`config.mk`:
```
export PLATFORM = sky130hd
export DESIGN_NAME = isr_status_core
export DESIGN_NICKNAME = d
export VERILOG_FILES = /design/src/common/isr_pkg.sv /design/src/verilog/isr_event_latch.sv /design/src/verilog/isr_error_queue.sv /design/src/verilog/isr_status_core.sv
export SDC_FILE = /design/constraint.sdc
export NUM_CORES = 1
export LEC_CHECK = 0
export BUFFER_PORTS_ARGS = -buffer_cell sky130_fd_sc_hd__buf_2
export CAP_MARGIN = 5
export CORE_UTILIZATION = 40
export DETAILED_ROUTE_END_ITERATION = 8
export PLACE_DENSITY = 0.7
export SLEW_MARGIN = 20
export SYNTH_ARGS = -nofsm -noshare
export SYNTH_HDL_FRONTEND = slang
export SYNTH_SLANG_ARGS = --single-unit
```
`constraint.sdc`:
```
create_clock -name clock_i -period 2.27 [get_ports clock_i]
set_clock_uncertainty 0.1 [all_clocks]
set_input_delay 0.227 -clock clock_i [delete_from_list [all_inputs] [get_ports clock_i]]
set_output_delay 0.227 -clock clock_i [all_outputs]
set_load 0.1 [all_outputs]
```
`src/common/isr_pkg.sv`:
```
// shared constants for the instrument status reporting block
package isr_pkg;
  // standard event bit positions
  localparam int EV_OPC_BIT = 0;
  localparam int EV_QYE_BIT = 2;
  localparam int EV_DEV_BIT = 3;
  localparam int EV_EXE_BIT = 4;
  localparam int EV_CME_BIT = 5;
  localparam int EV_PON_BIT = 7;
  localparam logic [7:0] EV_USED_MASK = 8'hBD;
  localparam logic [7:0] EV_ERR_MASK = 8'h3C;
  // summary status byte bit positions
  localparam int SB_DOUBT_BIT = 3;
  localparam int SB_MAV_BIT = 4;
  localparam int SB_ESB_BIT = 5;
  localparam int SB_RQS_BIT = 6;
  localparam logic [7:0] SB_SRE_USED = 8'h38;
  // questionable event bit positions
  localparam int QU_VOLT_BIT = 0;
  localparam int QU_CURR_BIT = 1;
  localparam int QU_TEMP_BIT = 4;
  localparam int QU_OVP_BIT = 9;
  localparam int QU_OCP_BIT = 10;
  localparam logic [15:0] QU_USED_MASK = 16'h0613;
  // reset values
  localparam logic [7:0] RST_BYTE = 8'h00;
  localparam logic [15:0] RST_WORD = 16'h0000;
  localparam logic [4:0] RST_CODE = 5'h00;
  // fixed latency of the power-on capture after reset release
  localparam int PON_CAPTURE_CYCLES = 1;
endpackage : isr_pkg

```
`src/verilog/isr_event_latch.sv`:
```
// generic sticky event register with set-over-clear priority
`timescale 1ns/1ps
module isr_event_latch #(
  parameter int WIDTH = 8,
  parameter logic [WIDTH-1:0] USED = '1
) (
  input wire logic clock_i,
  input wire logic reset_i,
  input wire logic [WIDTH-1:0] set_i,
  input wire logic clear_i,
  output logic [WIDTH-1:0] flags_o
);
  typedef struct packed {
    logic [WIDTH-1:0] flags;
  } isr_latch_t;
  isr_latch_t state_q;
  isr_latch_t state_d;

  always_comb begin
    state_d = state_q;
    // set wins over the clearing read in the same cycle
    state_d.flags = ((clear_i ? '0 : state_q.flags) | set_i) & USED; // [RQ19] [RQ23]
  end

  // reset deliberately leaves flags alone: event bits survive a reset
  always_ff @(posedge clock_i) begin
    state_q <= state_d; // [RQ19]
  end

  assign flags_o = state_q.flags;
endmodule : isr_event_latch

```
`src/verilog/isr_error_queue.sv`:
```
// error queue occupancy tracker; contents live elsewhere
`timescale 1ns/1ps
module isr_error_queue #(
  parameter int DEPTH = 20
) (
  input wire logic clock_i,
  input wire logic reset_i,
  input wire logic push_i,
  input wire logic pop_i,
  input wire logic clear_i,
  output logic [4:0] count_o,
  output logic overflow_o
);
  typedef struct packed {
    logic [4:0] count;
    logic overflow;
  } isr_queue_t;
  isr_queue_t state_q;
  isr_queue_t state_d;

  always_comb begin
    state_d = state_q;
    if (clear_i) begin
      state_d.count = isr_pkg::RST_CODE;
      state_d.overflow = 1'b0;
    end else begin
      if (push_i && !pop_i) begin
        if (state_q.count == 5'(DEPTH)) begin
          // newest slot becomes the too-many-errors marker
          state_d.overflow = 1'b1;
        end else begin
          state_d.count = state_q.count + 5'h01;
        end
      end else if (pop_i && !push_i && state_q.count != 5'h00) begin
        state_d.count = state_q.count - 5'h01;
        state_d.overflow = 1'b0;
      end
    end
  end

  always_ff @(posedge clock_i) begin
    if (reset_i) begin
      state_q <= '0;
    end else begin
      state_q <= state_d;
    end
  end

  assign count_o = state_q.count;
  assign overflow_o = state_q.overflow;
endmodule : isr_error_queue

```
`src/verilog/isr_status_core.sv`:
```
// status reporting core: standard event, questionable, summary byte, service request
`timescale 1ns/1ps
// Summary of operation
// [RQ1] operation complete pulse sets standard event bit 0
// [RQ2] query error pulse sets bit 2
// [RQ3] self-test or calibration fault pulse sets bit 3
// [RQ4] execution error pulse sets bit 4
// [RQ5] syntax error sets bit 5; bits 1 and 6 read zero
// [RQ6] power-on seen sets bit 7 until read or cleared
// [RQ7] setting any of bits 2 to 5 pushes an error queue entry
// [RQ8] summary bit 5 is OR of enabled standard event bits
// [RQ9] written enable value is stored as the mask
// [RQ10] clear status or event query clears the standard event register
// [RQ11] event mask cleared by zero write, at power-on only if clear setting is 1
// [RQ12] message available follows output buffer data, clears once all read
// [RQ13] summary bits are live, follow their event registers
// [RQ14] bit 3 reflects enabled questionable bits; bits 0-2 and 7 zero
// [RQ15] bit 6 shows a service request, read by serial poll
// [RQ16] clear status clears summary; event query clears only bit 5
// [RQ17] questionable mask cleared by writing zero
// [RQ18] request mask cleared by zero write, at power-on only if setting is 1
// [RQ19] event bits latch until read or clear status; reset keeps them
// [RQ20] questionable bits 0,1,4,9,10 map regulation, fan, trip conditions
// [RQ21] enabled summary bit sets service request and asserts bus request
// [RQ22] serial poll returns the byte and clears only service request
// [RQ23] set pulse wins over a clearing read in the same cycle
module isr_status_core #(
  parameter int QDEPTH = 20
) (
  input wire logic clock_i,
  input wire logic reset_i,
  input wire logic power_up_i,
  input wire logic op_complete_i,
  input wire logic query_error_i,
  input wire logic device_fault_i,
  input wire logic bad_param_i,
  input wire logic command_error_i,
  input wire logic volt_unreg_i,
  input wire logic curr_unreg_i,
  input wire logic fan_overtemp_i,
  input wire logic ovp_trip_i,
  input wire logic ocp_trip_i,
  input wire logic out_buf_nonempty_i,
  input wire logic clear_status_i,
  input wire logic event_query_i,
  input wire logic doubtful_summary_query_i,
  input wire logic poll_i,
  input wire logic error_pop_i,
  input wire logic ese_write_i,
  input wire logic sre_write_i,
  input wire logic doubtful_summary_en_write_i,
  input wire logic psc_write_i,
  input wire logic [15:0] write_data_i,
  output logic [7:0] event_flags_o,
  output logic [7:0] event_mask_o,
  output logic [15:0] doubtful_summary_flags_o,
  output logic [15:0] doubtful_summary_mask_o,
  output logic [7:0] status_byte_o,
  output logic [7:0] request_mask_o,
  output logic power_on_clear_o,
  output logic service_request_o,
  output logic [7:0] poll_data_o,
  output logic [4:0] error_count_o
);
  // ************************************************
  // state
  // ************************************************
  typedef struct packed {
    logic [7:0] ev_mask;
    logic [15:0] qu_mask;
    logic [7:0] sr_mask;
    logic psc;
    logic pon_pend;
    logic service_request;
    logic [7:0] stb;
    logic [7:0] poll;
    logic [7:0] ev_out;
    logic [15:0] qu_out;
    logic srq;
    logic err_push;
    logic cause;
  } isr_core_t;
  isr_core_t state_q;
  isr_core_t state_d;

  logic [7:0] ev_flags;
  logic [15:0] qu_flags;
  logic [7:0] ev_set;
  logic [15:0] qu_set;
  logic [4:0] err_count;
  logic err_ovf;
  logic ev_clear;
  logic qu_clear;
  logic doubt_sum;
  logic esb_sum;
  logic [7:0] live_sb;

  function automatic logic any_enabled(input logic [15:0] flags, input logic [15:0] mask);
    any_enabled = |(flags & mask);
  endfunction : any_enabled

  // ************************************************
  // event sources
  // ************************************************
  always_comb begin
    ev_set = 8'h00;
    ev_set[isr_pkg::EV_OPC_BIT] = op_complete_i; // [RQ1]
    ev_set[isr_pkg::EV_QYE_BIT] = query_error_i; // [RQ2]
    ev_set[isr_pkg::EV_DEV_BIT] = device_fault_i; // [RQ3]
    ev_set[isr_pkg::EV_EXE_BIT] = bad_param_i; // [RQ4]
    ev_set[isr_pkg::EV_CME_BIT] = command_error_i; // [RQ5]
    ev_set[isr_pkg::EV_PON_BIT] = state_q.pon_pend; // [RQ6]
    qu_set = 16'h0000;
    qu_set[isr_pkg::QU_VOLT_BIT] = volt_unreg_i; // [RQ20]
    qu_set[isr_pkg::QU_CURR_BIT] = curr_unreg_i; // [RQ20]
    qu_set[isr_pkg::QU_TEMP_BIT] = fan_overtemp_i; // [RQ20]
    qu_set[isr_pkg::QU_OVP_BIT] = ovp_trip_i; // [RQ20]
    qu_set[isr_pkg::QU_OCP_BIT] = ocp_trip_i; // [RQ20]
  end

  assign ev_clear = clear_status_i | event_query_i; // [RQ10]
  assign qu_clear = clear_status_i | doubtful_summary_query_i;

  isr_event_latch #(
    .WIDTH(8),
    .USED(isr_pkg::EV_USED_MASK)
  ) u_std_event (
    .clock_i(clock_i),
    .reset_i(reset_i),
    .set_i(ev_set),
    .clear_i(ev_clear),
    .flags_o(ev_flags)
  );

  isr_event_latch #(
    .WIDTH(16),
    .USED(isr_pkg::QU_USED_MASK)
  ) u_doubtful_summary_event (
    .clock_i(clock_i),
    .reset_i(reset_i),
    .set_i(qu_set),
    .clear_i(qu_clear),
    .flags_o(qu_flags)
  );

  // queue clears with clear status; one push per error pulse cycle
  isr_error_queue #(
    .DEPTH(QDEPTH)
  ) u_err_queue (
    .clock_i(clock_i),
    .reset_i(reset_i),
    .push_i(|(ev_set & isr_pkg::EV_ERR_MASK)), // [RQ7]
    .pop_i(error_pop_i),
    .clear_i(clear_status_i),
    .count_o(err_count),
    .overflow_o(err_ovf)
  );

  // ************************************************
  // live summary; nothing here latches so clears show at once
  // ************************************************
  assign doubt_sum = any_enabled(qu_flags, state_q.qu_mask); // [RQ14]
  assign esb_sum = any_enabled({8'h00, ev_flags}, {8'h00, state_q.ev_mask}); // [RQ8] [RQ13]

  always_comb begin
    live_sb = 8'h00;
    live_sb[isr_pkg::SB_DOUBT_BIT] = doubt_sum && !qu_clear; // [RQ13] [RQ14]
    live_sb[isr_pkg::SB_MAV_BIT] = out_buf_nonempty_i; // [RQ12]
    live_sb[isr_pkg::SB_ESB_BIT] = esb_sum && !ev_clear; // [RQ16]
  end

  // ************************************************
  // control state
  // ************************************************
  always_comb begin
    state_d = state_q;
    state_d.err_push = |(ev_set & isr_pkg::EV_ERR_MASK);
    state_d.pon_pend = 1'b0;
    if (ese_write_i) begin
      state_d.ev_mask = write_data_i[7:0]; // [RQ9] [RQ11]
    end
    if (doubtful_summary_en_write_i) begin
      state_d.qu_mask = write_data_i & isr_pkg::QU_USED_MASK; // [RQ17]
    end
    if (sre_write_i) begin
      state_d.sr_mask = write_data_i[7:0] & isr_pkg::SB_SRE_USED; // [RQ18]
    end
    if (psc_write_i) begin
      state_d.psc = write_data_i[0];
    end
    // request clears on poll, clear status, or when its cause goes away
    // only a fresh cause raises it, so a poll is not undone next cycle
    state_d.cause = |(live_sb & state_q.sr_mask);
    if (poll_i || !state_d.cause) begin
      state_d.service_request = 1'b0; // [RQ22]
    end else if (!state_q.cause) begin
      state_d.service_request = 1'b1; // [RQ21]
    end
    if (clear_status_i) begin
      state_d.service_request = 1'b0; // [RQ16]
    end
    state_d.stb = live_sb;
    state_d.stb[isr_pkg::SB_RQS_BIT] = state_d.service_request; // [RQ15]
    state_d.srq = state_d.service_request; // [RQ21]
    if (poll_i) begin
      state_d.poll = state_q.stb; // [RQ22]
    end
    state_d.ev_out = ev_flags;
    state_d.qu_out = qu_flags;
  end

  // power-up pulse marks power-on seen and applies the clear setting
  always_ff @(posedge clock_i) begin
    if (reset_i) begin
      state_q.service_request <= 1'b0;
      state_q.stb <= isr_pkg::RST_BYTE;
      state_q.poll <= isr_pkg::RST_BYTE;
      state_q.ev_out <= isr_pkg::RST_BYTE;
      state_q.qu_out <= isr_pkg::RST_WORD;
      state_q.srq <= 1'b0;
      state_q.err_push <= 1'b0;
      state_q.pon_pend <= 1'b0;
      state_q.cause <= 1'b0;
    end else begin
      state_q.cause <= state_d.cause;
      state_q.service_request <= state_d.service_request;
      state_q.stb <= state_d.stb;
      state_q.poll <= state_d.poll;
      state_q.ev_out <= state_d.ev_out;
      state_q.qu_out <= state_d.qu_out;
      state_q.srq <= state_d.srq;
      state_q.err_push <= state_d.err_push;
      state_q.pon_pend <= power_up_i; // [RQ6]
    end
    // masks survive a plain reset; only power-up with the setting at 1 clears the event and request masks
    if (power_up_i && state_q.psc) begin
      state_q.ev_mask <= isr_pkg::RST_BYTE; // [RQ11]
      state_q.sr_mask <= isr_pkg::RST_BYTE; // [RQ18]
      state_q.qu_mask <= state_d.qu_mask;
      state_q.psc <= state_d.psc;
    end else begin
      state_q.ev_mask <= state_d.ev_mask;
      state_q.sr_mask <= state_d.sr_mask;
      state_q.qu_mask <= state_d.qu_mask;
      state_q.psc <= state_d.psc;
    end
  end

  // ************************************************
  // outputs
  // ************************************************
  assign event_flags_o = state_q.ev_out;
  assign event_mask_o = state_q.ev_mask;
  assign doubtful_summary_flags_o = state_q.qu_out;
  assign doubtful_summary_mask_o = state_q.qu_mask;
  assign status_byte_o = state_q.stb;
  assign request_mask_o = state_q.sr_mask;
  assign power_on_clear_o = state_q.psc;
  assign service_request_o = state_q.srq;
  assign poll_data_o = state_q.poll;
  assign error_count_o = err_count;
endmodule : isr_status_core

```
== Yosys cells after proc, flatten, opt, wreduce, memory -nomap -nowiden ==
Cells that the tools add are included.

* Register bits after elaboration: 74
* Input port bits: 39
* Output and inout bits: 79
* Word-level logic and storage cells: 57

* $add $sub $neg: 2
* Eq/ne operators: 2
* Mux-type cells: 11
* Bitwise operators: 7
* Reduce and logical (&&, ||, !) cells: 20

{| class="wikitable"
|+ Operator list
! kind !! number
|-
| $reduce_or A16 Y1 || 2
|-
| $and A11 B16 Y16 || 1
|-
| $mux W16 || 1
|-
| $mux W6 || 2
|-
| $mux W11 || 1
|-
| $or A11 B11 Y11 || 1
|-
| $and A8 B8 Y8 || 1
|-
| $mux W8 || 1
|-
| $or A8 B8 Y8 || 1
|-
| $reduce_or A8 Y1 || 1
|-
| $and A6 B6 Y6 || 1
|-
| $logic_and A1 B1 Y1 || 6
|-
| $add A5 B1 Y5 const B || 1
|-
| $eq A5 B5 Y1 const B || 1
|-
| $logic_not A1 Y1 || 5
|-
| $mux W1 || 5
|-
| $mux W5 || 1
|-
| $reduce_bool A5 Y1 || 1
|-
| $sub A5 B1 Y5 const B || 1
|-
| $reduce_or A4 Y1 || 1
|-
| $ne A2 B2 Y1 const B || 1
|-
| $or A1 B1 Y1 || 2
|-
| $reduce_and A2 Y1 || 1
|-
| $reduce_bool A2 Y1 || 1
|-
| 2 further kinds || 2
|}

== Logic depth before layout (Yosys ltp) ==
Gate-level depths: netlist (run 1).

* Word-level depth: 9
* Mapped depth: 7
* Mapped depth without buffers: 7

== Cells and area by module ==
From an unflattened synthesis (run 1), not the netlist that was laid out.

* Cells, all modules: 294
* Area, all modules: 3027.9 um2

{| class="wikitable"
|+ By module, submodules not included
! module !! instances !! cells an instance !! area an instance (um2) !! sequential area each (um2)
|-
| isr_status_core || 1 || 205 || 2160.8 || 1081.0
|-
| isr_error_queue || 1 || 50 || 451.7 || 120.1
|-
| isr_event_latch (u_doubtful_summary_event) || 1 || 23 || 227.7 || 100.1
|-
| isr_event_latch (u_std_event) || 1 || 16 || 187.7 || 120.1
|}

== Worst setup path after synthesis (run 1) ==
OpenSTA, ideal clock, no wires.

* Path type: reg-to-reg
* Start: reg u_err_queue.state_q, in the netlist u_err_queue.count_o[0]
* End: reg u_err_queue.state_q, in the netlist u_err_queue.count_o[4]
* Arrival time: 2.059 ns
* Slack: 0.038 ns
* Cell stages (with the launch flop): 6
* Path buffers: 0
* Period minus slack after synthesis: 2.232 ns
* Path through: dfxtp_1 > fa_1 > nand3_1 > a211o_1 > a22oi_2 > mux2i_1

* Word-level cells in the longest chain between the ends: 4
* Elaborated cells between the ends (all ways): 11
* Those cells by class: 2 x add/sub; 2 x eq/ne; 3 x mux; 4 x reduce/logical

{| class="wikitable"
|+ Ends and longest elaborated chain
! item !! line !! source
|-
| from (decl) || isr_error_queue.sv:18 || <nowiki>isr_queue_t state_q;</nowiki>
|-
| from (signal assigned) || isr_error_queue.sv:45 || <nowiki>state_q <= state_d;</nowiki>
|-
| branches (longest 4 deep; another with $sub A5 B1 Y5) || - ||
|}

Several ways; the timed one is not identified. The select of a mux whose other input is x is not followed.
A chain may end at the register's enable or synchronous reset.

== Worst setup path in the final report (run 1) ==
* Start: reg state_q, in the netlist doubtful_summary_mask_o[0]
* End: reg state_q, in the netlist status_byte_o[6]

* Word-level cells in the longest chain between the ends: 9

{| class="wikitable"
|+ Ends and longest elaborated chain
! item !! line !! source
|-
| from (decl) || isr_status_core.sv:83 || <nowiki>isr_core_t state_q;</nowiki>
|-
| $and A11 B16 Y16 || isr_status_core.sv:99 || <nowiki>any_enabled = |(flags & mask);</nowiki>
|-
| $reduce_or A16 Y1 || isr_status_core.sv:99 ||
|-
| $logic_and A1 B1 Y1 || isr_status_core.sv:167 || <nowiki>live_sb[isr_pkg::SB_DOUBT_BIT] = doubt_sum && !qu_clear;</nowiki>
|-
| $and A6 B6 Y6 || isr_status_core.sv:193 || <nowiki>state_d.cause = |(live_sb & state_q.sr_mask);</nowiki>
|-
| $reduce_or A8 Y1 || isr_status_core.sv:193 ||
|-
| $logic_not A1 Y1 || isr_status_core.sv:194 || <nowiki>if (poll_i || !state_d.cause) begin</nowiki>
|-
| $logic_or A1 B1 Y1 || isr_status_core.sv:194 ||
|-
| $mux W1 || isr_status_core.sv:194 ||
|-
| $mux W1 || isr_status_core.sv:199 || <nowiki>if (clear_status_i) begin</nowiki>
|}

Every way passes these cells.

==> results.sh, run 1 <==
export IMPL_ys_types=39
export IMPL_hp_class="in -> reg"
export IMPL_synthArstFlopShare=0
export IMPL_cts_buffer_depth=2
export IMPL_num_rows=28
export IMPL_hold_violations=0
export IMPL_diodes=0
export IMPL_clk_latency_ns=0.31
export IMPL_dieWidth_um=81.47
export IMPL_drv_cap=0
export IMPL_syn_area_um2=2526
export IMPL_nFillCells=585
export IMPL_drc_errors=0
export IMPL_post_cts_resized=0
export IMPL_netlist_instances=243
export IMPL_crit_required_ns=2.35
export IMPL_yosysWarnings=0
export IMPL_synth_xor_area_frac=0.006934
export IMPL_peakVddDrop_mv=0.4257
export IMPL_fmax_ghz=0.5824
export IMPL_synthSimpleGateAreaFrac=0.1085
export IMPL_dr_pass1_iters=4
export IMPL_post_drt_wl_per_cell_um=12.39
export IMPL_layout_common_cells="buf_2 (74), dfxtp_1 (48), conb_1 (37), nor2_1 (19), mux2i_1 (16)"
export IMPL_p_leak_nw=1.362
export IMPL_h_tree_depth=2
export IMPL_synthAdderAreaFrac=0.02278
export IMPL_ant_nets=0
export IMPL_power_density_nw_per_um2=912.1
export IMPL_fin_nets=336
export IMPL_antenna_found_initial=0
export IMPL_synth_compound_area_share=0.1209
export IMPL_worst_setup_hold_path_clk_slew_ns=0.11
export IMPL_rsz0062_at_grt="false"
export IMPL_worst_setup_path_start_kind="flop"
export IMPL_ys_flop_type="dfxtp_1"
export IMPL_grt_max_degree=22
export IMPL_drive_gt1_frac=0.3129
export IMPL_final_setup_tns_ns=0
export IMPL_layoutNonFillerInstCount=369
export IMPL_core_um2=5991
export IMPL_synth_seq_area_share=0.4517
export IMPL_cp_end_kind="flop"
export IMPL_cts_root_buf="clkbuf_8"
export IMPL_start_util=0.4217
export IMPL_die_height_um=81.47
export IMPL_dieArea_um2=6637
export IMPL_finalSetupViolCount=0
export IMPL_io_pins=118
export IMPL_syn_avg_cell_area_um2=10.40
export IMPL_grt_use_total=0.1427
export IMPL_post_route_period_util=0.7564
export IMPL_drtIter0Drc=16
export IMPL_cp_data_arrival_time_ns=1.80
export IMPL_synthMuxAreaShare=0.06340
export IMPL_outcome="completed"
export IMPL_crit_type="reg -> reg"
export IMPL_drt_total_wl_mm=4.571
export IMPL_grt_pass1_vias=1524
export IMPL_synth_seq_cells=54
export IMPL_grt_pass1_wl_mm=7.072
export IMPL_synth_top_family_by_area="buffers and inverters"
export IMPL_viasPerCell=4.547
export IMPL_critPathMaxFanout=2
export IMPL_cts_sinks=54
export IMPL_cts_tree="built"
export IMPL_mostFrequentLayoutCell="buf_2"
export IMPL_drv_slew=0
export IMPL_place_inst=351
export IMPL_cts_buffers=5
export IMPL_hpwl_mm=3.431
export IMPL_portBuffers=74
export IMPL_place_congestion=0.7828
export IMPL_route_vias_total=1678
export IMPL_grt_overflow_total=0
export IMPL_syn2layout_area_growth_pct=9.559
export IMPL_synth_edff_count=6
export IMPL_fin_crit_ns=1.717
worst paths after layout:
kind	from	end	slack [ns]	depth (start not counted)
setup / recovery	doubtful_summary_mask_o[0]	status_byte_o[6]	0.55	4
hold / removal	fan_overtemp_i	u_doubtful_summary_event.flags_o[4]	0.01	2
setup reg to reg	doubtful_summary_mask_o[0]	status_byte_o[6]	0.55	4
hold reg to reg	ev_set[7]	u_std_event.flags_o[7]	0.32	1
final cells by class:
type | instances | area, um^2 | share of cell area
clock inverters | 3 | 28.78 | 0.01040
flip-flops and latches | 54 | 1141 | 0.4123
repair buffers | 85 | 478.0 | 0.1727
inverters | 1 | 3.754 | 0.001356
multi-input cells | 146 | 953.4 | 0.3445
well taps | 75 | 93.84 | 0.03391
clock buffers | 5 | 68.82 | 0.02486
where the power goes:
part / switching (mW) / internal [mW]
clock: 0.335 / 0.229
combinational: 0.750 / 0.131
sequential: 0.0465 / 1.03
kinds of logic after synthesis:
family / count (synthesis)
buffers and inverters: 79
flip-flops: 54
AND/OR/NAND/NOR: 50
AO/OA/AOI/OAI: 37
multiplexers: 16
adder cells (fa/ha/maj): 4
XOR/XNOR: 2
other: 1
routing by layer:
| layer | vias to the layer above | share of wire | track usage |
|---|---|---|---|
| li1 | 821 | - | - |
| met1 | 773 | 0.43 | 0.1707 |
| met2 | 74 | 0.49 | 0.2450 |
| met3 | 10 | 0.058 | 0.03889 |
| met4 | 0 | 0.015 | 0.04821 |
| met5 | - | 0 | 0 |
synth_stat cells (all sizes together) (3+ instances only):
cell type,number,share of area
a22oi,5,0.017
a21o,12,0.036
clkbuf,6,0.0089
nor2,19,0.028
nor3,5,0.0099
dfxtp,48,0.38
a311oi,3,0.010
nor2b,13,0.032
a21oi,4,0.0079
edfxtp,6,0.071
buf,72,0.21
mux2i,16,0.063
o21ai,3,0.0059
ha,3,0.015
critical path, cell delays in order, from the launching register on:
cell and delay, ns:
edfxtp_1 0.41, a222oi_1 0.42, nand2_1 0.09, a311oi_1 0.48, a2111oi_2 0.08
registers in the layout, indices dropped and copies added, names as in the netlist, 5 cells and up:
signal                            count
event_flags_o                         6
doubtful_summary_flags_o              5
u_err_queue.count_o                   5
u_doubtful_summary_event.flags_o      5
doubtful_summary_mask_o               5
u_std_event.flags_o                   6
event_mask_o                          8
stage by stage:
| step | total power [mW] | hold slack, ns | cell area [um^2] | utilization | worst slack (ns) |
|---|---|---|---|---|---|
| after floorplan | 1.962 | 0.1991 | 2661 | - | 0.03815 |
| after global placement | 1.962 | 0.2888 | 2570 | 0.4290 | 0.3118 |
| after detailed placement | 1.970 | 0.2922 | 2570 | 0.4290 | 0.2789 |
| after CTS | 2.554 | 0.006527 | 2768 | 0.4620 | 0.5052 |
| after global routing | 2.627 | 0.003494 | 2768 | 0.4620 | 0.3481 |
| final | 2.524 | 0.01449 | 2768 | 0.4620 | 0.5529 |
what timing repair did:
item,in CTS,in global routing
hold endpoints to repair,10,0
hold buffers,10,0
buffers inserted,0,0
Note: power is estimated with default switching activity, not from simulation.
==> run 2: changes to the inputs <==
--- a/config.mk
+++ b/config.mk
@@ -9,7 +9,7 @@
 export CAP_MARGIN = 5
 export CORE_UTILIZATION = 40
 export DETAILED_ROUTE_END_ITERATION = 8
-export PLACE_DENSITY = 0.7
+export PLACE_DENSITY = 0.73
 export SLEW_MARGIN = 20
 export SYNTH_ARGS = -nofsm -noshare
 export SYNTH_HDL_FRONTEND = slang
==> constraint.sdc (replaced) <==
create_clock -name clock_i -period 1.38 [get_ports clock_i]
set_clock_uncertainty 0.1 [all_clocks]
set_input_delay 0.138 -clock clock_i [delete_from_list [all_inputs] [get_ports clock_i]]
set_output_delay 0.138 -clock clock_i [all_outputs]
set_load 0.1 [all_outputs]
==> run 2 against run 1 <==
Compared with the run above:
- the run now ends with hold timing, setup timing left
- global-route usage rose by 1.9 points
- sequential power rose by 64%
- setup slack got worse by 0.77 ns
- register-to-register slack got worse by 0.77 ns
- wire length rose by 11%
- combinational power rose by 80%
- via count rose by 7.7%
- flip-flop and latch count did not move
- critical path type unchanged
- largest power group unchanged
==> results.sh, run 2 (same netlist as run 1, synthesis figures left out) <==
export IMPL_outcome="complete, but fails checks"
export IMPL_violations="hold timing, setup timing"
export IMPL_dieArea_um2=6637
export IMPL_p_leak_nw=1.514
export IMPL_r2r_slack_ns=-0.22
export IMPL_num_rows=28
export IMPL_core_um2=5991
export IMPL_dieWidth_um=81.47
export IMPL_diodes=0
export IMPL_pwr_share_clk=0.222
export IMPL_cp_end_kind="flop"
export IMPL_crit_required_ns=1.48
export IMPL_route_vias_total=1807
export IMPL_place_inst=366
export IMPL_grt_max_degree=21
export IMPL_clk_latency_ns=0.30
export IMPL_drtIter0Drc=106
export IMPL_swShare=0.4244
export IMPL_cts_root_buf="clkbuf_8"
export IMPL_viasPerCell=4.552
export IMPL_drive_gt1_frac=0.3727
export IMPL_cts_buffer_depth=2
export IMPL_power_density_nw_per_um2=1364
export IMPL_drt_total_wl_mm=5.085
export IMPL_grt_use_total=0.1621
export IMPL_hold_violations=1
export IMPL_drc_errors=0
export IMPL_ant_nets=0
export IMPL_portBuffers=74
export IMPL_rsz0062_at_grt="true"
export IMPL_worst_setup_path_start_kind="flop"
export IMPL_highest_layer="met4"
export IMPL_cts_buffers=5
export IMPL_design_area_um2=3172
export IMPL_cts_sinks=54
export IMPL_layout_common_cells="buf_2 (61), dfxtp_1 (42), conb_1 (37), dlygate4sd3_1 (23), buf_4 (20)"
export IMPL_fin_nets=364
export IMPL_h_tree_depth=2
export IMPL_grt_pass1_vias=1744
export IMPL_preCtsSetupSlack_ns=-0.5119
export IMPL_critPathMaxFanout=5
export IMPL_power_mw=4.328
export IMPL_fin_crit_ns=1.599
export IMPL_post_route_period_util=1.159
export IMPL_finalWorstSetupSlack_ns=-0.2190
export IMPL_drv_slew=0
export IMPL_fmax_ghz=0.6254
export IMPL_post_drt_wl_per_cell_um=12.81
export IMPL_grt_overflow_total=0
export IMPL_die_height_um=81.47
export IMPL_dr_pass1_iters=4
export IMPL_seqPwrFrac=0.410
export IMPL_comb_power_share=0.368
export IMPL_syn2layout_area_growth_pct=25.56
export IMPL_drt_met1_wl_mm=2.072
export IMPL_hpwl_mm=3.676
export IMPL_p_int_mw=2.491
export IMPL_finalSetupViolCount=7
export IMPL_p_switching_mw=1.837
export IMPL_mostFrequentLayoutCell="buf_2"
export IMPL_peakVddDrop_mv=0.8794
export IMPL_crit_type="reg -> reg"
export IMPL_worst_setup_hold_path_clk_slew_ns=0.09
export IMPL_antenna_found_initial=0
export IMPL_met2_length_mm=2.613
export IMPL_met3_length_um=313
export IMPL_hold_ws_ns=-0.0009615
export IMPL_place_congestion=0.8144
export IMPL_grt_pass1_wl_mm=8.004
export IMPL_cts_tree="built"
export IMPL_layoutNonFillerInstCount=397
export IMPL_start_util=0.4217
export IMPL_largest_reg_flops=8
export IMPL_place_area_um2=2768
export IMPL_hp_class="in -> reg"
export IMPL_drv_cap=0
export IMPL_cp_data_arrival_time_ns=1.70
export IMPL_io_pins=118
[run 2: final cells by class]
class	instances	area, um^2
timing repair buffer	113	803.3
multi-input combinational	146	1016
fill	542	2819
clock buffer	8	101.3
tap	75	93.84
sequential	54	1154
inverter	1	3.754
[run 2: metal layers]
metal,vias up,track usage
met5,-,0
met4,0,0.06607
met3,8,0.05111
met2,83,0.2867
met1,840,0.1784
li1,876,-
[run 2: timing repair]
item,4_1_cts,5_1_grt
endpoints found under the setup margin,11,13
endpoints found under the hold margin,26,0
pin swaps,4,3
setup buffers,1,0
hold buffers,23,0
resized for setup,11,9
[run 2: stage by stage]
step / setup TNS [ns] / utilization / hold WS, ns
after floorplan: -3.862 / - / 0.1101
after global placement: -1.819 / 0.4620 / 0.2105
after detailed placement: -1.957 / 0.4620 / 0.2131
after CTS: -1.039 / 0.5242 / 0.0001557
after global routing: -1.596 / 0.5294 / 0.001017
final: -1.058 / 0.5294 / -0.0009615
[run 2: final timing paths]
path	cells after the start	start	to
min reg2reg	1	state_q[0]	status_byte_o[6]
max reg2reg	4	u_err_queue.count_o[0]	u_err_queue.count_o[4]
max	4	u_err_queue.count_o[0]	u_err_queue.count_o[4]
min	2	out_buf_nonempty_i	status_byte_o[4]
[run 2: power groups by stage]
stage                     registers [mW]  logic [mW]  clock network, mW
after global placement              1.80        1.50                  0
final                               1.77        1.59              0.963
after floorplan                     1.87        1.37                  0
after detailed placement            1.81        1.51                  0
after global routing                1.78        1.65               1.05
after CTS                           1.77        1.58              0.998
[run 2: critical path: stages (launching register included)]
cell,delay (ns)
dfxtp_4,0.37
or3_4,0.41
o311ai_4,0.34
a22oi_2,0.14
mux2i_1,0.13
